## config.mk

```make
export PLATFORM = sky130hd
export DESIGN_NAME = rx_frontend_config
export DESIGN_NICKNAME = d
export VERILOG_FILES = /design/src/hw/rx_cfg_pkg.sv /design/src/hw/blanking_timer.sv /design/src/hw/suppress_hold.sv /design/src/hw/rx_frontend_config.sv
export SDC_FILE = /design/constraint.sdc
export NUM_CORES = 1
export LEC_CHECK = 0
export ABC_AREA = 1
export BUFFER_PORTS_ARGS = -buffer_cell sky130_fd_sc_hd__buf_2
export CORE_MARGIN = 2
export CORE_UTILIZATION = 30
export CTS_CLUSTER_SIZE = 25
export DETAILED_ROUTE_END_ITERATION = 10
export GPL_TIMING_DRIVEN = 1
export MAX_ROUTING_LAYER = met4
export SLEW_MARGIN = 0
export SYNTH_ARGS = -nofsm -noshare
export SYNTH_HDL_FRONTEND = slang
export SYNTH_HIERARCHICAL = 1
export SYNTH_SLANG_ARGS = --single-unit
```

## constraint.sdc

```tcl
create_clock -name ref_clk -period 6.23 [get_ports ref_clk]
set_clock_uncertainty 0.1 [all_clocks]
set_input_delay 1.246 -clock ref_clk [delete_from_list [all_inputs] [get_ports ref_clk]]
set_output_delay 1.246 -clock ref_clk [all_outputs]
set_load 0.1 [all_outputs]
```

## src/hw/rx_cfg_pkg.sv

```systemverilog
// Constants shared by the receiver configuration block and its helpers.
package rx_cfg_pkg;
    // Register indices; the byte address on the bus is four times the index.
    localparam logic [7:0] IDX_CTRL = 8'h35;
    localparam logic [7:0] IDX_BLANK = 8'h36;
    localparam logic [7:0] IDX_THRESH = 8'h37;
    localparam logic [7:0] IDX_INPUT = 8'h38;
    localparam logic [7:0] IDX_IRQ_STAT = 8'h50;
    localparam logic [7:0] IDX_IRQ_MASK = 8'h51;
    localparam logic [7:0] IDX_STATE = 8'h52;
    // Values after reset.
    localparam logic [7:0] CTRL_RST = 8'h00;
    localparam logic [7:0] BLANK_RST = 8'h00;
    localparam logic [7:0] THRESH_RST = 8'h00;
    localparam logic [7:0] INPUT_RST = 8'h00;
    localparam logic [2:0] IRQ_RST = 3'h0;
    // Writable bits; every other bit is reserved and reads as zero.
    localparam logic [7:0] CTRL_WMASK = 8'hCF;
    localparam logic [7:0] BLANK_WMASK = 8'hFF;
    localparam logic [7:0] THRESH_WMASK = 8'hFF;
    localparam logic [7:0] INPUT_WMASK = 8'hF3;
    // Field positions.
    localparam int CTRL_PARTIAL = 7;
    localparam int CTRL_CONT = 6;
    localparam int CTRL_SUPPRESS = 3;
    localparam int CTRL_RATE_LSB = 0;
    localparam int BLANK_UNIT = 7;
    localparam int BLANK_TIME_LSB = 0;
    localparam int THRESH_DEC_LSB = 4;
    localparam int THRESH_PHASE_LSB = 0;
    localparam int INPUT_SINGLE = 7;
    localparam int INPUT_CONV = 6;
    localparam int INPUT_SRC_LSB = 4;
    localparam int INPUT_COLL_LSB = 0;
    // Receive rate codes and collision threshold codes.
    localparam logic [2:0] RATE_106 = 3'h4;
    localparam logic [2:0] RATE_212 = 3'h5;
    localparam logic [2:0] RATE_424 = 3'h6;
    localparam logic [2:0] RATE_847 = 3'h7;
    localparam logic [1:0] COLL_OFF = 2'h3;
    // Bytes screened by interference suppression at the start of a frame.
    localparam logic [1:0] SUPPRESS_BYTES = 2'h3;
    // Interrupt status and mask bit positions.
    localparam int IRQ_RX_DONE = 0;
    localparam int IRQ_DISCARD = 1;
    localparam int IRQ_BLANK_END = 2;
    // Clock and carrier timing.
    localparam int CLK_PERIOD_NS = 40;
    localparam int CARRIER_KHZ = 13560;
    localparam int FINE_UNIT_CARRIER = 16;
    // Half a data bit in carrier periods for each bit stream rate.
    localparam int HALF_BIT_CARRIER_106 = 64;
    localparam int HALF_BIT_CARRIER_212 = 32;
    localparam int HALF_BIT_CARRIER_424 = 16;
    localparam int HALF_BIT_CARRIER_847 = 8;
    localparam int NS_PER_CARRIER_DIV = CARRIER_KHZ * CLK_PERIOD_NS;
    // Least times, rounded up to whole clock cycles.
    localparam int FINE_UNIT_CYC = (FINE_UNIT_CARRIER * 1000000
        + NS_PER_CARRIER_DIV - 1) / NS_PER_CARRIER_DIV;
    localparam int HB_106_CYC = (HALF_BIT_CARRIER_106 * 1000000
        + NS_PER_CARRIER_DIV - 1) / NS_PER_CARRIER_DIV;
    localparam int HB_212_CYC = (HALF_BIT_CARRIER_212 * 1000000
        + NS_PER_CARRIER_DIV - 1) / NS_PER_CARRIER_DIV;
    localparam int HB_424_CYC = (HALF_BIT_CARRIER_424 * 1000000
        + NS_PER_CARRIER_DIV - 1) / NS_PER_CARRIER_DIV;
    localparam int HB_847_CYC = (HALF_BIT_CARRIER_847 * 1000000
        + NS_PER_CARRIER_DIV - 1) / NS_PER_CARRIER_DIV;
endpackage

```

## src/hw/blanking_timer.sv

```systemverilog
// Post-transmit input blanking timer counted in programmable time units.
module blanking_timer (
    input wire logic ref_clk,
    input wire logic rstn,
    input wire logic start,
    input wire logic [6:0] units,
    input wire logic [7:0] unit_cycles,
    output logic active
);
    logic [6:0] unit_cnt_r;
    logic [7:0] pre_r;

    // Loads on the end of transmission, then counts units down to zero.
    always_ff @(posedge ref_clk)
    begin
        if (!rstn)
        begin
            unit_cnt_r <= 7'h00;
            pre_r <= 8'h00;
        end
        else if (start)
        begin
            unit_cnt_r <= units;
            pre_r <= unit_cycles - 8'h01;
        end
        else if (unit_cnt_r != 7'h00)
        begin
            if (pre_r == 8'h00)
            begin
                unit_cnt_r <= unit_cnt_r - 7'h01;
                pre_r <= unit_cycles - 8'h01;
            end
            else
            begin
                pre_r <= pre_r - 8'h01;
            end
        end
    end

    // Input is blanked while any unit remains.
    assign active = unit_cnt_r != 7'h00;
endmodule

```

## src/hw/suppress_hold.sv

```systemverilog
// Three-byte holding store for the start of a frame under suppression.
module suppress_hold (
    input wire logic ref_clk,
    input wire logic rstn,
    input wire logic push,
    input wire logic [7:0] push_data,
    input wire logic drop,
    input wire logic release_req,
    output logic out_valid,
    output logic [7:0] out_data,
    output logic [1:0] count,
    output logic draining
);
    logic [7:0] mem_r [0:2];
    logic [1:0] wr_cnt_r;
    logic [1:0] rd_ptr_r;
    logic drain_r;
    logic out_valid_r;
    logic [7:0] out_data_r;

    // Stores pushed bytes, then replays them one per cycle on release.
    always_ff @(posedge ref_clk)
    begin
        if (!rstn)
        begin
            wr_cnt_r <= 2'h0;
            rd_ptr_r <= 2'h0;
            drain_r <= 1'h0;
        end
        else if (drop)
        begin
            wr_cnt_r <= 2'h0;
            drain_r <= 1'h0;
        end
        else if (drain_r)
        begin
            rd_ptr_r <= rd_ptr_r + 2'h1;
            if (rd_ptr_r == wr_cnt_r - 2'h1)
            begin
                drain_r <= 1'h0;
                wr_cnt_r <= 2'h0;
            end
        end
        else
        begin
            if (push)
            begin
                mem_r[wr_cnt_r] <= push_data;
                wr_cnt_r <= wr_cnt_r + 2'h1;
            end
            if (release_req)
            begin
                drain_r <= 1'h1;
                rd_ptr_r <= 2'h0;
            end
        end
    end

    // Replayed bytes leave through a register.
    always_ff @(posedge ref_clk)
    begin
        if (!rstn)
        begin
            out_valid_r <= 1'h0;
            out_data_r <= 8'h00;
        end
        else
        begin
            out_valid_r <= drain_r && !drop;
            out_data_r <= mem_r[rd_ptr_r];
        end
    end

    assign out_valid = out_valid_r;
    assign out_data = out_data_r;
    assign count = wr_cnt_r;
    assign draining = drain_r;
endmodule

```

## src/hw/rx_frontend_config.sv

```systemverilog
// Receiver configuration registers and receive stream control.
// Operation
// - Partial final byte is stored when partial storing is on, despite CRC.
// - Continuous receive keeps the receiver active after each frame end.
// - Continuous receive appends an error register copy after each frame except a suppressed short frame.
// - Suppression drops the first three bytes on error and resets the FIFO.
// - A collision in the first three bytes counts as an error.
// - Suppression with short frame after valid start gives no completion.
// - Rate codes 4h to 7h give 106, 212, 424, 847 kBd; others reserved.
// - Input is ignored after transmit for the programmed blanking time.
// - Blanking unit is 16 carrier periods, or half a data bit when set.
// - Upper threshold nibble sets the least level the bit decoder accepts.
// - Lower threshold nibble sets the phase detector least level.
// - Topology bit selects fully differential or single positive input.
// - Converter bit selects normal reception or low power card detect.
// - Source field selects idle, analog, envelope or generic digital input.
// - Collision threshold codes 1/8, 1/4, 1/2; code 3h disables detection.
// - Half-bit unit follows the transmit data configuration bit rate.
module rx_frontend_config (
    input wire logic ref_clk,
    input wire logic rstn,
    input wire logic psel,
    input wire logic penable,
    input wire logic pwrite,
    input wire logic [9:0] paddr,
    input wire logic [31:0] pwdata,
    output logic [31:0] prdata,
    output logic pready,
    output logic pslverr,
    input wire logic tx_end,
    input wire logic sof_valid,
    input wire logic byte_valid,
    input wire logic [7:0] byte_data,
    input wire logic byte_last,
    input wire logic [2:0] byte_bits,
    input wire logic byte_error,
    input wire logic collision_seen,
    input wire logic frame_end,
    input wire logic crc_enable,
    input wire logic [7:0] error_snapshot,
    input wire logic [2:0] transmit_data_config,
    output logic fifo_wr_valid,
    output logic [7:0] fifo_wr_data,
    output logic fifo_reset,
    output logic receiver_active,
    output logic decoder_enable,
    output logic [3:0] decoder_threshold,
    output logic [3:0] phase_detector_threshold,
    output logic single_input_mode,
    output logic converter_mode,
    output logic [1:0] signal_source_select,
    output logic [1:0] collision_threshold,
    output logic collision_detect_en,
    output logic [2:0] rx_rate_code,
    output logic rx_rate_valid,
    output logic irq
);
    // True for the four defined bit rate codes.
    function automatic logic rate_ok(input logic [2:0] code);
        rate_ok = code == rx_cfg_pkg::RATE_106
            || code == rx_cfg_pkg::RATE_212
            || code == rx_cfg_pkg::RATE_424
            || code == rx_cfg_pkg::RATE_847;
    endfunction

    // Clock cycles in half a data bit; reserved codes fall back to 106 kBd.
    function automatic logic [7:0] half_bit_cyc(input logic [2:0] code);
        logic [7:0] cyc;
        cyc = 8'(rx_cfg_pkg::HB_106_CYC);
        if (code == rx_cfg_pkg::RATE_212)
            cyc = 8'(rx_cfg_pkg::HB_212_CYC);
        else if (code == rx_cfg_pkg::RATE_424)
            cyc = 8'(rx_cfg_pkg::HB_424_CYC);
        else if (code == rx_cfg_pkg::RATE_847)
            cyc = 8'(rx_cfg_pkg::HB_847_CYC);
        half_bit_cyc = cyc;
    endfunction

    logic [7:0] ctrl_r;
    logic [7:0] blank_r;
    logic [7:0] thresh_r;
    logic [7:0] input_r;
    logic [2:0] irq_stat_r;
    logic [2:0] irq_stat_nxt;
    logic [2:0] irq_mask_r;
    logic [31:0] prdata_r;
    logic [7:0] idx;
    logic mapped;
    logic wr_acc;
    logic rd_acc;
    logic [7:0] wbyte;
    logic active_r;
    logic sof_seen_r;
    logic [1:0] frame_cnt_r;
    logic err_pend_r;
    logic [7:0] err_byte_r;
    logic fifo_valid_r;
    logic [7:0] fifo_data_r;
    logic fifo_reset_r;
    logic blanking;
    logic blank_d_r;
    logic [7:0] unit_cycles;
    logic take;
    logic bad;
    logic hold_en;
    logic partial_drop;
    logic discard_hit;
    logic hold_push;
    logic hold_release;
    logic direct_wr;
    logic fend;
    logic short_frame;
    logic [2:0] irq_set;
    logic [2:0] irq_clr;
    logic hold_valid;
    logic [7:0] hold_data;
    logic [1:0] hold_count;
    logic hold_draining;

    // Bus decode: word-aligned addresses only, index is address over four.
    assign idx = paddr[9:2];
    assign mapped = paddr[1:0] == 2'h0
        && (idx == rx_cfg_pkg::IDX_CTRL || idx == rx_cfg_pkg::IDX_BLANK
        || idx == rx_cfg_pkg::IDX_THRESH || idx == rx_cfg_pkg::IDX_INPUT
        || idx == rx_cfg_pkg::IDX_IRQ_STAT
        || idx == rx_cfg_pkg::IDX_IRQ_MASK
        || idx == rx_cfg_pkg::IDX_STATE);
    assign wr_acc = psel && penable && pwrite && mapped;
    assign rd_acc = psel && penable && !pwrite && mapped;
    assign wbyte = pwdata[7:0];
    assign pready = 1'h1;
    assign pslverr = psel && penable && !mapped;

    // Configuration registers; reserved bits are masked off on write.
    always_ff @(posedge ref_clk)
    begin
        if (!rstn)
        begin
            ctrl_r <= rx_cfg_pkg::CTRL_RST;
            blank_r <= rx_cfg_pkg::BLANK_RST;
            thresh_r <= rx_cfg_pkg::THRESH_RST;
            input_r <= rx_cfg_pkg::INPUT_RST;
            irq_mask_r <= rx_cfg_pkg::IRQ_RST;
        end
        else if (wr_acc)
        begin
            if (idx == rx_cfg_pkg::IDX_CTRL)
                ctrl_r <= wbyte & rx_cfg_pkg::CTRL_WMASK;
            if (idx == rx_cfg_pkg::IDX_BLANK)
                blank_r <= wbyte & rx_cfg_pkg::BLANK_WMASK;
            if (idx == rx_cfg_pkg::IDX_THRESH)
                thresh_r <= wbyte & rx_cfg_pkg::THRESH_WMASK;
            if (idx == rx_cfg_pkg::IDX_INPUT)
                input_r <= wbyte & rx_cfg_pkg::INPUT_WMASK;
            if (idx == rx_cfg_pkg::IDX_IRQ_MASK)
                irq_mask_r <= wbyte[2:0];
        end
    end

    // Read data is captured in the setup cycle and held for the access.
    always_ff @(posedge ref_clk)
    begin
        if (!rstn)
            prdata_r <= 32'h0000_0000;
        else if (psel && !penable)
        begin
            prdata_r <= 32'h0000_0000;
            if (idx == rx_cfg_pkg::IDX_CTRL)
                prdata_r[7:0] <= ctrl_r;
            else if (idx == rx_cfg_pkg::IDX_BLANK)
                prdata_r[7:0] <= blank_r;
            else if (idx == rx_cfg_pkg::IDX_THRESH)
                prdata_r[7:0] <= thresh_r;
            else if (idx == rx_cfg_pkg::IDX_INPUT)
                prdata_r[7:0] <= input_r;
            else if (idx == rx_cfg_pkg::IDX_IRQ_STAT)
                prdata_r[2:0] <= irq_stat_r;
            else if (idx == rx_cfg_pkg::IDX_IRQ_MASK)
                prdata_r[2:0] <= irq_mask_r;
            else if (idx == rx_cfg_pkg::IDX_STATE)
                prdata_r[6:0] <= {rx_rate_valid, hold_draining, blanking,
                    active_r, err_pend_r, frame_cnt_r};
        end
    end
    assign prdata = prdata_r;

    // Decoded configuration fields driven to the analog and decoder logic.
    assign decoder_threshold = thresh_r[rx_cfg_pkg::THRESH_DEC_LSB +: 4];
    assign phase_detector_threshold =
        thresh_r[rx_cfg_pkg::THRESH_PHASE_LSB +: 4];
    assign single_input_mode = input_r[rx_cfg_pkg::INPUT_SINGLE];
    assign converter_mode = input_r[rx_cfg_pkg::INPUT_CONV];
    assign signal_source_select =
        input_r[rx_cfg_pkg::INPUT_SRC_LSB +: 2];
    assign collision_threshold = input_r[rx_cfg_pkg::INPUT_COLL_LSB +: 2];
    assign collision_detect_en =
        collision_threshold != rx_cfg_pkg::COLL_OFF;
    assign rx_rate_code = ctrl_r[rx_cfg_pkg::CTRL_RATE_LSB +: 3];
    assign rx_rate_valid = rate_ok(rx_rate_code);

    // Blanking unit: fixed carrier units or half a transmit data bit.
    assign unit_cycles = blank_r[rx_cfg_pkg::BLANK_UNIT]
        ? half_bit_cyc(transmit_data_config)
        : 8'(rx_cfg_pkg::FINE_UNIT_CYC);

    blanking_timer u_blank (
        .ref_clk(ref_clk),
        .rstn(rstn),
        .start(tx_end),
        .units(blank_r[rx_cfg_pkg::BLANK_TIME_LSB +: 7]),
        .unit_cycles(unit_cycles),
        .active(blanking)
    );

    // The decoder runs only while receiving and not blanked.
    assign decoder_enable = active_r && !blanking;
    assign receiver_active = active_r;

    // Byte classification for the current received byte.
    assign take = byte_valid && decoder_enable;
    assign bad = byte_error
        || (collision_seen && collision_detect_en);
    assign hold_en = ctrl_r[rx_cfg_pkg::CTRL_SUPPRESS]
        && frame_cnt_r < rx_cfg_pkg::SUPPRESS_BYTES;
    assign partial_drop = byte_last && byte_bits != 3'h0 && crc_enable
        && !ctrl_r[rx_cfg_pkg::CTRL_PARTIAL];
    assign discard_hit = take && hold_en && bad;
    assign hold_push = take && hold_en && !bad && !partial_drop;
    assign hold_release = hold_push && hold_count == 2'h2;
    assign direct_wr = take && !hold_en && !partial_drop;
    assign fend = frame_end && active_r;
    assign short_frame = fend && sof_seen_r
        && ctrl_r[rx_cfg_pkg::CTRL_SUPPRESS]
        && frame_cnt_r < rx_cfg_pkg::SUPPRESS_BYTES;

    suppress_hold u_hold (
        .ref_clk(ref_clk),
        .rstn(rstn),
        .push(hold_push),
        .push_data(byte_data),
        .drop(discard_hit || short_frame),
        .release_req(hold_release),
        .out_valid(hold_valid),
        .out_data(hold_data),
        .count(hold_count),
        .draining(hold_draining)
    );

    // Receiver on at transmit end; off at frame end unless continuous.
    always_ff @(posedge ref_clk)
    begin
        if (!rstn)
            active_r <= 1'h0;
        else if (tx_end)
            active_r <= 1'h1;
        else if (fend && !ctrl_r[rx_cfg_pkg::CTRL_CONT])
            active_r <= 1'h0;
    end

    // Frame tracking: start seen and bytes accepted, saturating at three.
    always_ff @(posedge ref_clk)
    begin
        if (!rstn)
        begin
            sof_seen_r <= 1'h0;
            frame_cnt_r <= 2'h0;
        end
        else if (fend || discard_hit)
        begin
            sof_seen_r <= 1'h0;
            frame_cnt_r <= 2'h0;
        end
        else
        begin
            if (sof_valid)
                sof_seen_r <= 1'h1;
            if (take && !partial_drop
                && frame_cnt_r != rx_cfg_pkg::SUPPRESS_BYTES)
                frame_cnt_r <= frame_cnt_r + 2'h1;
        end
    end

    // Error byte waits until the data path is free after a frame end.
    always_ff @(posedge ref_clk)
    begin
        if (!rstn)
        begin
            err_pend_r <= 1'h0;
            err_byte_r <= 8'h00;
        end
        else if (fend && ctrl_r[rx_cfg_pkg::CTRL_CONT] && !short_frame)
        begin
            err_pend_r <= 1'h1;
            err_byte_r <= error_snapshot;
        end
        else if (err_pend_r && !hold_valid && !direct_wr)
            err_pend_r <= 1'h0;
    end

    // FIFO write port: replayed bytes, then direct bytes, then error byte.
    always_ff @(posedge ref_clk)
    begin
        if (!rstn)
        begin
            fifo_valid_r <= 1'h0;
            fifo_data_r <= 8'h00;
            fifo_reset_r <= 1'h0;
        end
        else
        begin
            fifo_reset_r <= discard_hit || short_frame;
            fifo_valid_r <= hold_valid || direct_wr || err_pend_r;
            if (hold_valid)
                fifo_data_r <= hold_data;
            else if (direct_wr)
                fifo_data_r <= byte_data;
            else
                fifo_data_r <= err_byte_r;
        end
    end
    assign fifo_wr_valid = fifo_valid_r;
    assign fifo_wr_data = fifo_data_r;
    assign fifo_reset = fifo_reset_r;

    // Delayed blanking level for the end-of-blanking event.
    always_ff @(posedge ref_clk)
    begin
        if (!rstn)
            blank_d_r <= 1'h0;
        else
            blank_d_r <= blanking;
    end

    // Sticky events; a read of the status clears it, a new event wins.
    always_comb
    begin
        irq_set = 3'h0;
        irq_set[rx_cfg_pkg::IRQ_RX_DONE] = fend && !short_frame;
        irq_set[rx_cfg_pkg::IRQ_DISCARD] = discard_hit || short_frame;
        irq_set[rx_cfg_pkg::IRQ_BLANK_END] = blank_d_r && !blanking;
        irq_clr = (rd_acc && idx == rx_cfg_pkg::IDX_IRQ_STAT)
            ? 3'h7 : 3'h0;
        irq_stat_nxt = (irq_stat_r & ~irq_clr) | irq_set;
    end

    always_ff @(posedge ref_clk)
    begin
        if (!rstn)
            irq_stat_r <= rx_cfg_pkg::IRQ_RST;
        else
            irq_stat_r <= irq_stat_nxt;
    end

    // Level interrupt while any unmasked status bit stands.
    assign irq = |(irq_stat_r & irq_mask_r);
endmodule

```

# Word-level counts from Yosys, hierarchy flattened
# Memory sizes are Yosys's and may differ from the RTL's. A register that Yosys moved wholly into a read port is not among the register bits.
# Index checks and enable logic that the tools add are counted.
word_totals:
  reg_bits: 87
  mem_bits_rw: 24
  wordCells: 182
  memories: 1
op_classes:
  n_addsub: 7
  magnitude_cmp: 1
  eq_ne: 19
  mux: 40
  bitwise: 6
  n_reduce_logical: 86
memory_table:
  columns: ["memory", "words", "width", "read_ports", "rd_clocked_by_memory_dff", "write_ports", "line", "text"]
  rows:
  - ["u_hold.mem_r", 3, 8, 1, 1, 1, "suppress_hold.sv:14", "logic [7:0] mem_r [0:2];"]
ops:
  columns: ["cell", "count"]
  rows:
  - ["two-way mux 8 bit", 9]
  - ["two-way mux 7 bit", 8]
  - ["logical AND 1 bit", 37]
  - ["== test 8 x 6 -> 1 bit, second input constant", 4]
  - ["== test 8 x 7 -> 1 bit, second input constant", 3]
  - ["== test 3 bit, second input constant", 7]
  - ["AND reduction 2 bit", 8]
  - ["subtractor 8 x 1 -> 8 bit, second input constant", 2]
  - ["logical NOT 1 bit", 14]
  - ["logical OR 1 bit", 14]
  - ["two-way mux 1 bit", 13]
  - ["nonzero test 2 bit", 6]
  - ["two-way mux 2 bit", 5]
  - ["two-way mux 3 bit", 3]
  - ["logical NOT 8 bit", 1]
  - ["two-way mux 4 bit", 2]
  - ["nonzero test 7 bit", 1]
  - ["subtractor 7 x 1 -> 7 bit, second input constant", 1]
  - ["adder 2 x 1 -> 2 bit, second input constant", 3]
  - ["bitwise AND 3 bit", 2]
  - ["inequality test 2 bit, second input constant", 3]
  - ["OR reduction 2 bit", 2]
  - ["inverter 3 bit", 1]
  - ["OR 3 bit", 1]
  - ["other kinds (8)", 9]

# Longest topological paths before layout
# Gate-level depths: netlist of the first run.
logic_depth:
  ltp_word: 14
  mapped_depth: 17

# Hierarchy
# Netlist of the first run, hierarchy kept.
by_module_without_submodules:
  columns: ["mod", "instances", "cells_per_inst", "area_per_inst_um2", "seq_area_each_um2"]
  rows:
  - ["rx_frontend_config", 1, 555, 3652.3, 1321.3]
  - ["suppress_hold", 1, 131, 1485.2, 1001.0]
  - ["blanking_timer", 1, 194, 1236.2, 300.3]

# Least setup slack after synthesis of the first run
# No wires, ideal clock.
synth_path:
  kind: "input to output"
  from: "input paddr[5]"
  to: "output pslverr"
  arrival_time_ns: 3.355
  t_required_ns: 4.884
  setup_slack_ns: 1.529
  path_stages: 8
  cell_sequence: "inv_2 -> nand2_1 -> nor2_1 -> nand2_2 -> nand2_2 -> nor2_2 -> nand2_8 -> a21oi_1"
synth_between:
  elab_chain_cells: 10
synth_lines:
  columns: ["item", "line", "text"]
  rows:
  - ["start, declared", "rx_frontend_config.sv:25", "input wire logic [9:0] paddr,"]
  - ["== test 8 x 6 -> 1 bit", "rx_frontend_config.sv:123", "&& (idx == rx_cfg_pkg::IDX_CTRL || idx == rx_cfg_pkg::IDX_BLANK"]
  - ["logical OR 1 bit", "rx_frontend_config.sv:123", null]
  - ["logical OR 1 bit (2 in a row)", "rx_frontend_config.sv:124", "|| idx == rx_cfg_pkg::IDX_THRESH || idx == rx_cfg_pkg::IDX_INPUT"]
  - ["logical OR 1 bit", "rx_frontend_config.sv:125", "|| idx == rx_cfg_pkg::IDX_IRQ_STAT"]
  - ["logical OR 1 bit", "rx_frontend_config.sv:126", "|| idx == rx_cfg_pkg::IDX_IRQ_MASK"]
  - ["logical OR 1 bit (*)", "rx_frontend_config.sv:127", "|| idx == rx_cfg_pkg::IDX_STATE);"]
  - ["logical AND 1 bit (*)", "rx_frontend_config.sv:123", null]
  - ["logical NOT 1 bit (*)", "rx_frontend_config.sv:132", "assign pslverr = psel && penable && !mapped;"]
  - ["logical AND 1 bit (*)", "rx_frontend_config.sv:132", null]
  - ["end, declared", "rx_frontend_config.sv:29", "output logic pslverr,"]
# Every way passes the cells marked *; elsewhere a longest branch is shown, timed or not.

# Worst setup path after layout of the first run
# Same ends and word-level chain as after synthesis.

==> out/results.md, run 1 <==
| Parameter | This run | Unit |
| --- | --- | --- |
| Status | finished clean | - |
| Clock insertion delay at the later pin of the skew report | 0.42 | ns |
| RePlAce Congestion | 0.850 | - |
| Die area | 22,400 | µm² |
| FMAX | 248 | MHz |
| Synth Area in Adders | 1.77 | % |
| Synthesized cell area | 6370 | µm² |
| Fraction of final layout cells sized beyond drive strength 1 | 19.0 | % |
| Area overhead of the layout relative to synthesis | 17.4 | % |
| Crit Reg-Reg Endpoint | u_hold/mem_r[2][3]$_DFFE_PP_ | - |
| Hold Path Cell Cnt | 2 | - |
| Launching element type of the critical path | input pin | - |
| Overall overflow remaining after global route | 0 | - |
| Number of buffers inserted for hold repair after clock tree synthesis | 0 | - |
| RSZ-0062 raised after global routing | no | - |
| Detailed Place HPWL | 11,600 | µm |
| First-pass GRT wire length | 25,800 | µm |
| Combined global-route utilization of all metal layers | 15.1 | % |
| Number of antenna-violating nets in the routed design | 0 | - |
| TritonCTS clock tree | yes | - |
| Final number of hold-violating endpoints | 0 | - |
| Final setup TNS | 0 | ns |
| Flop2flop setup slack | 3.06 | ns |
| Number of search-and-repair iterations in the first detailed-routing pass | 5 | - |
| R2R cell count | 14 | - |
| Pin count of the biggest net entering global routing | 53 | - |
| Fill cell instance count of the final layout | 2,260 | - |
| Post-route fraction of the period consumed by the critical path | 64.8 | % |
| Drt initial violations | 357 | - |
| Number of clock buffers inserted by TritonCTS | 17 | - |
| End point of the most critical hold path | err_byte_r[7]$_SDFFE_PN0P_ | - |
| Signal arrival time at the worst endpoint | 2.69 | ns |
| Post_cts resized | 0 | - |
| Largest family of logic cells by synthesized area | simple AND/OR/NAND/NOR gates | - |
| Total clock sinks | 119 | - |
| DR DRC count | 0 | - |
| Proportion of synthesized area in mux cells | 0 | % |
| Total of endpoints with negative setup slack in the final report | 0 | - |
| Top-level I/O count | 143 | - |
| Total area of multi-input combinational cells | 2960 | µm² |
| Sequential element share of the synthesized area | 41.1 | % |
| Net count of the finished layout | 1,055 | - |
| Worst-case clock buffer depth | 2 | - |
| Period minus WS final | 4.04 | ns |
| Number of library cell types mapped by synthesis | 42 | - |
| Post-CTS setup repair buffer count | 0 | - |
| Number of enable flip-flop cells after synthesis | 24 | - |
| Count of inserted antenna diode cells | 0 | - |
| Top_reg_cell synth | dfxtp_1 | - |
| Mean Syn Cell Area | 7.24 | µm² |
| Kind of end point of the critical path | primary output | - |
| Total detailed-routing wirelength | 15,800 | µm |
| Core box area | 21,000 | µm² |
| Antenna violations before repair | 0 | - |
| Biggest fanout along the worst timing path | 7 | - |
| Count of state elements after synthesis | 119 | - |
| Peak ir drop on the vdd network | 0.000199 | V |
| Hold crit path type | flop to flop | - |
| CTS H-Tree Depth | 4 | - |
| Final worst hold slack | 0.352 | ns |
| Yosys warns | 6 | - |
| Max_cap viols | 0 | - |
| Clock root buffer master | clkbuf_16 | - |
| Floorplan die height | 150 | µm |
| Power Density | 302 | nW/µm² |
| Transition time at the pin with the least slew margin | 0.935 | ns |
| Standby leakage power | 3.74 | nW |
| Min-Delay Startpoint | err_byte_r[7]$_SDFFE_PN0P_ | - |
| Rows | 53 | - |
| Via total after detailed routing | 5,474 | - |
| Vias per cell | 4.35 | - |
| Complex-gate fraction of the synthesized area | 9.34 | % |
| Post-synthesis share of cell area spent on and, or, nand and nor gates | 32.5 | % |
| Max-slew violation count | 0 | - |
| Mapped Cells | 880 | - |
| Origin of the critical flop-to-flop path | u_blank/unit_cnt_r[0]$_SDFFE_PN0P_ | - |
| Asr flop ratio synth | 0 | % |
| Vias in the first global route | 4,995 | - |
| Overall die width | 150 | µm |
| Tightest slew margin relative to the limit | 37.6 | % |
| I/O Buffers | 93 | - |
| CP Data Required Time | 4.88 | ns |
| Most frequent cells in the layout | nand2_1, nor2_1, inv_1, dfxtp_1, buf_2 | - |
| Most common cell after layout, fill and taps aside | nand2_1 | - |
| Start-to-end type of the worst setup path | input pin to primary output | - |
| Post-synthesis xor/xnor area fraction | 1.10 | % |
| Finished Cell Area | 7480 | µm² |
| Initial cell density of the core | 30.4 | % |
| CTS clock-pin slew for the worst setup and hold paths | 0.06 | ns |
| Cell area reported after detailed placement | 6910 | µm² |
| Drt wl/cell | 12.6 | µm |
| Area used by sequential logic in the layout | 2620 | µm² |
## area by class of cell
cell class                      count  area share [%]
Clock buffer                       18            5.73
Clock inverter                     14            1.99
Inverter                          134            6.82
Multi-Input combinational cell    603            39.5
Sequential cell                   119            35.0
Tap cell                          275            4.60
Timing Repair Buffer               94            6.32
## Yosys cell counts (7+ instances only)
cell type / instances / share of area (%)
buf_4: 30 / 3.5
inv_1: 122 / 7.2
o21ai_0: 36 / 2.8
edfxtp_1: 24 / 11
buf_6: 9 / 1.6
nand3_1: 44 / 3.5
dfxtp_1: 95 / 30
nand2_2: 22 / 2.2
nor2_2: 8 / 0.79
ha_1: 9 / 1.8
o211ai_1: 17 / 2.0
nand2_1: 196 / 12
inv_2: 9 / 0.53
a21oi_1: 38 / 3.0
nand4_1: 11 / 1.1
clkbuf_1: 7 / 0.41
nor2_1: 145 / 8.5
## cell families (layout without fill, tap and decap cells)
kind of cell | count (synthesis) | after routing
AO/OA/AOI/OAI | 105 | 105
XOR/XNOR | 8 | 8
adder cells (fa/ha/maj) | 9 | 9
buffers and inverters | 185 | 260
flip-flops | 119 | 119
other | 2 | 29
AND/OR/NAND/NOR | 452 | 452
## sequential cells by signal, summed over array words and instances (netlist names), 2 cells and up
name,count
blank_r,8
ctrl_r,6
err_byte_r,8
fifo_wr_data,8
frame_cnt_r,2
input_r,6
irq_mask_r,3
irq_stat_r,3
prdata,8
thresh_r,8
u_blank/pre_r,8
u_blank/unit_cnt_r,7
u_hold/count,2
u_hold/mem_r,24
u_hold/out_data,8
u_hold/rd_ptr_r,2
## routing by layer
layer  part of all wire (%)  GRT usage, %  wire length, µm
met5                      0             -                0
met2                     48          24.2             7620
met4                    1.1          4.43              167
met1                     47          19.1             7410
met3                    4.1          3.45              646
## worst max-delay path, cell delays in order
cell     delay [ns]
buf_2          0.12
inv_2          0.04
nand2_1        0.13
nor2_1         0.08
nand2_2        0.15
nand2_2        0.07
nor2_2         0.18
nand2_8        0.11
a21oi_1        0.13
buf_2          0.44
## metrics by stage
step | total power, mW | setup WS, ns | instances | util (%)
2_1_floorplan | 1.23 | 1.53 | 907 | -
3_3_place_gp | 1.29 | 2.19 | 1225 | 33.0
3_5_place_dp | 1.30 | 2.20 | 1225 | 33.0
4_1_cts | 2.27 | 2.20 | 1257 | 35.7
5_1_grt | 2.36 | 2.09 | 1257 | 35.7
6_report | 2.26 | 2.19 | 1257 | 35.7
## report_power, final
group,total (mW),internal [mW],switching [mW]
registers,0.853,0.821,0.0322
logic,0.430,0.118,0.311
clock network,0.974,0.591,0.383
## worst max-delay path by stage
stage	start	endpoint	cells after the start
2_1_floorplan	paddr[5]	pslverr	8
3_3_place_gp	paddr[5]	pslverr	10
3_5_place_dp	paddr[5]	pslverr	10
4_1_cts	paddr[5]	pslverr	10
5_1_grt	paddr[5]	pslverr	10
6_report	paddr[5]	pslverr	10
Power figures use the tool's default switching activity.
==> run 2: changes to the inputs <==
clock period = 4.07 ns   (was 6.23 ns; I/O delays follow)
==> out/results.md, run 2 (synthesis results as in run 1) <==
| Parameter | This run | Unit |
| --- | --- | --- |
| Status | finished clean | - |
| Max FFs per register | 24 | - |
| Kind of end point of the critical path | primary output | - |
| Count of buffering cells on the critical path with inverters included | 3 | - |
| Finished Cell Area | 7500 | µm² |
| Tightest slew margin relative to the limit | 42.8 | % |
| Floorplan die height | 150 | µm |
| Top reg by flops | u_hold/mem_r | - |
| Die area | 22,400 | µm² |
| CP delay by family, top | simple AND/OR/NAND/NOR gates | - |
| CTS clock-pin slew for the worst setup and hold paths | 0.05 | ns |
| Number of clock buffers inserted by TritonCTS | 17 | - |
| Overall die width | 150 | µm |
| Fill cell instance count of the final layout | 2,245 | - |
| First-pass GRT wire length | 25,500 | µm |
| Maximum cell stage delay along the critical path | 0.44 | ns |
| Final number of hold-violating endpoints | 0 | - |
| FMAX | 309 | MHz |
| Total of endpoints with negative setup slack in the final report | 0 | - |
| CP Data Required Time | 3.16 | ns |
| Total detailed-routing wirelength | 15,700 | µm |
| Stages on worst setup path | 10 | - |
| Hold Path Cell Cnt | 2 | - |
| Post-CTS setup repair buffer count | 0 | - |
| CP max-delay cell | buf_2 | - |
| Post_cts resized | 0 | - |
| Drt initial violations | 333 | - |
| Min-Delay Startpoint | err_byte_r[3]$_SDFFE_PN0P_ | - |
| Core box area | 21,000 | µm² |
| Vias per cell | 4.36 | - |
| Most frequent cells in the layout | nand2_1, nor2_1, inv_1, dfxtp_1, buf_2 | - |
| CP Cell Sequence | buf_2 > inv_2 > nand2_1 > nor2_1 > nand2_2 > nand2_2 > nor2_2 > nand2_8 > a21oi_1 > buf_2 | - |
| Number of antenna-violating nets in the routed design | 0 | - |
| Rows | 53 | - |
| Crit Reg-Reg Endpoint | u_hold/mem_r[2][1]$_DFFE_PP_ | - |
| Clock insertion delay at the later pin of the skew report | 0.42 | ns |
| Number of search-and-repair iterations in the first detailed-routing pass | 5 | - |
| Switching fraction of total power | 32.0 | % |
| Comb power frac | 19.0 | % |
| RSZ-0062 raised after global routing | no | - |
| Clock root buffer master | clkbuf_16 | - |
| RePlAce Congestion | 0.820 | - |
| Cell area reported after detailed placement | 6910 | µm² |
| Antenna violations before repair | 0 | - |
| Part of the total power dissipated in sequential elements | 37.9 | % |
| R2R cell count | 14 | - |
| Total clock sinks | 119 | - |
| Origin of the critical flop-to-flop path | u_blank/unit_cnt_r[0]$_SDFFE_PN0P_ | - |
| Internal Pwr Total | 2.34 | mW |
| Overall overflow remaining after global route | 0 | - |
| Pre-CTS WS | 0.849 | ns |
| Total area of multi-input combinational cells | 2960 | µm² |
| Max-slew violation count | 0 | - |
| Area used by sequential logic in the layout | 2620 | µm² |
| Power Density | 459 | nW/µm² |
| Net count of the finished layout | 1,056 | - |
| Post-route fraction of the period consumed by the critical path | 79.5 | % |
| Start-to-end type of the worst setup path | input pin to primary output | - |
| Finished Core Util | 35.8 | % |
| Detailed Place HPWL | 11,500 | µm |
| Most common cell after layout, fill and taps aside | nand2_1 | - |
| I/O Buffers | 93 | - |
| Via total after detailed routing | 5,489 | - |
| Fraction of final layout cells sized beyond drive strength 1 | 19.3 | % |
| Flop2flop setup slack | 0.96 | ns |
| Vias in the first global route | 5,066 | - |
| Share of total power in the clock network | 43.0 | % |
| CTS H-Tree Depth | 4 | - |
| Launching element type of the critical path | input pin | - |
| Initial cell density of the core | 30.4 | % |
| Area overhead of the layout relative to synthesis | 17.6 | % |
| Worst Slack Setup Final | 0.836 | ns |
| Signal arrival time at the worst endpoint | 2.32 | ns |
| Final setup TNS | 0 | ns |
| Standby leakage power | 3.75 | nW |
| Max_cap viols | 0 | - |
| DR DRC count | 0 | - |
| Pin count of the biggest net entering global routing | 53 | - |
| TritonCTS clock tree | yes | - |
| Top-level I/O count | 143 | - |
| Combined global-route utilization of all metal layers | 15.0 | % |
| Peak ir drop on the vdd network | 0.000280 | V |
| Biggest fanout along the worst timing path | 7 | - |
| End point of the most critical hold path | err_byte_r[3]$_SDFFE_PN0P_ | - |
| Power dissipated by switching net loads | 1.10 | mW |
| Hold crit path type | flop to flop | - |
| Number of buffers inserted for hold repair after clock tree synthesis | 0 | - |
| Drt wl/cell | 12.5 | µm |
| Total power after layout | 3.44 | mW |
| Period minus WS final | 3.23 | ns |
| Worst-case clock buffer depth | 2 | - |
| Transition time at the pin with the least slew margin | 0.857 | ns |
==> run 2: routing by layer <==
layer	global-route usage, %	vias to the layer above	part of all wire, %
li1	-	2891	-
met1	18.6	2450	47
met2	24.5	125	48
met3	2.62	23	3.3
met4	5.38	0	1.8
met5	-	-	0
==> run 2: power by group through the flow <==
stage,combinational (mW),clock [mW],sequential [mW]
2_1_floorplan,0.524,0,1.36
3_3_place_gp,0.648,0,1.33
3_5_place_dp,0.654,0,1.33
4_1_cts,0.656,1.50,1.30
5_1_grt,0.733,1.56,1.31
6_report,0.654,1.48,1.30
==> run 2: stage by stage <==
step | cells | hold slack [ns]
6_report | 1259 | 0.351
4_1_cts | 1258 | 0.354
5_1_grt | 1258 | 0.373
2_1_floorplan | 907 | 0.329
3_5_place_dp | 1226 | 0.346
3_3_place_gp | 1226 | 0.343
==> run 2: how the worst max path moves through the flow <==
stage	startpoint	end
CTS	paddr[5]	pslverr
global placement	paddr[5]	pslverr
detailed placement	paddr[5]	pslverr
global route	u_blank/unit_cnt_r[0]$_SDFFE_PN0P_	u_hold/mem_r[2][1]$_DFFE_PP_
floorplan	receiver_active$_SDFFE_PN0P_	u_hold/mem_r[0][0]$_DFFE_PP_
finish	paddr[5]	pslverr
==> run 2: final cells by class <==
type	count	share of cell area, %
antenna	1	0.0334
clock buffer	17	5.68
clock inverter	15	2.05
inverter	134	6.81
multi-input combinational	603	39.4
sequential	119	35.0
tap	275	4.59
timing repair buffer	95	6.41
==> run 2: worst register-to-register path, cell delays in order, from the launching register on <==
cell and delay (ns):
dfxtp_1 0.32, inv_1 0.13, ha_1 0.17, inv_1 0.04
nor2_1 0.14, nand3_1 0.18, nor2_1 0.26, nand2_1 0.13
inv_1 0.09, nand4_1 0.10, inv_1 0.09, inv_1 0.04
nor2_1 0.19, nand2_1 0.13, nor2_1 0.63
==> run 3: changes to the inputs <==
clock period = 3.35 ns   (was 4.07 ns; I/O delays follow)
==> out/results.md, run 3 (synthesis results as in run 1) <==
| Parameter | This run | Unit |
| --- | --- | --- |
| Kind of end point of the critical path | primary output | - |
| Number of clock buffers inserted by TritonCTS | 17 | - |
| Hold crit path type | flop to flop | - |
| Crit Reg-Reg Endpoint | u_hold/mem_r[2][5]$_DFFE_PP_ | - |
| Status | finished clean | - |
| Via total after detailed routing | 5,548 | - |
| Power Density | 547 | nW/µm² |
| Total clock sinks | 119 | - |
| Tightest slew margin relative to the limit | 48.8 | % |
| First-pass GRT wire length | 25,600 | µm |
| Total detailed-routing wirelength | 15,900 | µm |
| Max_cap viols | 0 | - |
| Drt initial violations | 326 | - |
| Core box area | 21,000 | µm² |
| I/O Buffers | 93 | - |
| R2R cell count | 14 | - |
| Cell area reported after detailed placement | 6960 | µm² |
| Number of antenna-violating nets in the routed design | 0 | - |
| Met2 track demand over resource | 24.9 | % |
| Count of inserted antenna diode cells | 0 | - |
| Hold Path Cell Cnt | 2 | - |
| Most common cell after layout, fill and taps aside | nand2_1 | - |
| Post-CTS setup repair buffer count | 0 | - |
| Max-slew violation count | 0 | - |
| Peak ir drop on the vdd network | 0.000374 | V |
| Clock root buffer master | clkbuf_16 | - |
| Flop2flop setup slack | 0.55 | ns |
| Drt wl/cell | 12.6 | µm |
| Final setup TNS | 0 | ns |
| Clock insertion delay at the later pin of the skew report | 0.42 | ns |
| Post-route fraction of the period consumed by the critical path | 86.2 | % |
| Antenna violations before repair | 0 | - |
| Top-level I/O count | 143 | - |
| Finished Cell Area | 7530 | µm² |
| Die area | 22,400 | µm² |
| Vias per cell | 4.40 | - |
| Net count of the finished layout | 1,060 | - |
| Biggest fanout along the worst timing path | 7 | - |
| Post_cts resized | 0 | - |
| CTS clock-pin slew for the worst setup and hold paths | 0.06 | ns |
| Worst-case clock buffer depth | 2 | - |
| Signal arrival time at the worst endpoint | 2.12 | ns |
| Start-to-end type of the worst setup path | input pin to primary output | - |
| Overall overflow remaining after global route | 0 | - |
| TritonCTS clock tree | yes | - |
| Gr busiest metal | met2 | - |
| Standby leakage power | 3.76 | nW |
| FMAX | 346 | MHz |
| Endpoint of the worst setup timing path | pslverr | - |
| Met3 global-route usage | 3.23 | % |
| Initial cell density of the core | 30.4 | % |
| Vias in the first global route | 5,155 | - |
| Detailed Place HPWL | 11,900 | µm |
| RePlAce Congestion | 0.805 | - |
| Rows | 53 | - |
| DR DRC count | 0 | - |
| Origin of the critical flop-to-flop path | u_blank/unit_cnt_r[0]$_SDFFE_PN0P_ | - |
| Number of buffers inserted for hold repair after clock tree synthesis | 0 | - |
| Fraction of final layout cells sized beyond drive strength 1 | 20.0 | % |
| Total of endpoints with negative setup slack in the final report | 0 | - |
| Launching element type of the critical path | input pin | - |
| Number of search-and-repair iterations in the first detailed-routing pass | 4 | - |
| Critical path origin | paddr[5] | - |
| Pin count of the biggest net entering global routing | 24 | - |
| Period minus WS final | 2.89 | ns |
| Max FFs per register | 24 | - |
| Area overhead of the layout relative to synthesis | 18.1 | % |
| RSZ-0062 raised after global routing | no | - |
| Final number of hold-violating endpoints | 0 | - |
| Top reg by flops | u_hold/mem_r | - |
| Combined global-route utilization of all metal layers | 15.1 | % |
| Met1 layer usage reported by global route | 18.3 | % |
| Most frequent cells in the layout | nand2_1, nor2_1, inv_1, dfxtp_1, buf_2 | - |
| Transition time at the pin with the least slew margin | 0.768 | ns |
| CTS H-Tree Depth | 4 | - |
| Floorplan die height | 150 | µm |
| Overall die width | 150 | µm |
| CP Data Required Time | 2.58 | ns |
## run 3: cell types whose count changed in the layout (fill, tap and decap cells not counted), moves of 2 or more
cell | before | now
buf_4 | 2 | 6
bufinv_16 | 2 | 0
clkinv_2 | 4 | 1
clkinv_4 | 2 | 6
## run 3: metrics by stage
stage / total power [mW] / instances / hold WS, ns / util, % / setup WS, ns
global placement: 2.41 / 1230 / 0.343 / 33.2 / 0.461
global route: 4.31 / 1262 / 0.380 / 35.9 / 0.260
floorplan: 2.29 / 907 / 0.329 / - / 0.0519
CTS: 4.15 / 1262 / 0.354 / 35.9 / 0.425
detailed placement: 2.42 / 1230 / 0.349 / 33.2 / 0.466
finish: 4.12 / 1262 / 0.355 / 35.9 / 0.462
## run 3: critical path, stage by stage
cell	delay [ns]
buf_2	0.11
inv_2	0.04
nand2_1	0.12
nor2_1	0.08
nand2_2	0.15
nand2_2	0.07
nor2_2	0.18
nand2_8	0.11
a21oi_2	0.13
buf_2	0.43
## run 3: report_power, final
part           switching, mW  internal, mW
registers             0.0585          1.53
clock network          0.723          1.00
logic                  0.583         0.224
## run 3: worst min path at each step
| stage | from | end |
|---|---|---|
| 6_report | err_byte_r[3]$_SDFFE_PN0P_ | err_byte_r[3]$_SDFFE_PN0P_ |
| 5_1_grt | err_byte_r[3]$_SDFFE_PN0P_ | err_byte_r[3]$_SDFFE_PN0P_ |
| 4_1_cts | sof_valid | sof_seen_r$_SDFFE_PP0P_ |
| 3_5_place_dp | err_byte_r[3]$_SDFFE_PN0P_ | err_byte_r[3]$_SDFFE_PN0P_ |
| 3_3_place_gp | err_byte_r[3]$_SDFFE_PN0P_ | err_byte_r[3]$_SDFFE_PN0P_ |
| 2_1_floorplan | blank_d_r$_SDFF_PN0_ | irq_stat_r[2]$_SDFF_PN0_ |
## run 3: cell type report
class                   instances  area (µm²)
clock inverters                14         118
multi-input cells             603        2970
clock buffers                  18         450
inverters                     134         510
flip-flops and latches        119        2620
repair buffers                 99         510
fillers                      2263       13400
well taps                     275         344
## run 3: per-layer routing
| layer | part of all wire (%) | wire length, µm | vias to the layer above |
|---|---|---|---|
| met1 | 45 | 7220 | 2517 |
| met3 | 4.2 | 676 | 18 |
| li1 | - | - | 2891 |
| met2 | 49 | 7770 | 122 |
| met5 | 0 | 0 | - |
| met4 | 1.7 | 273 | 0 |
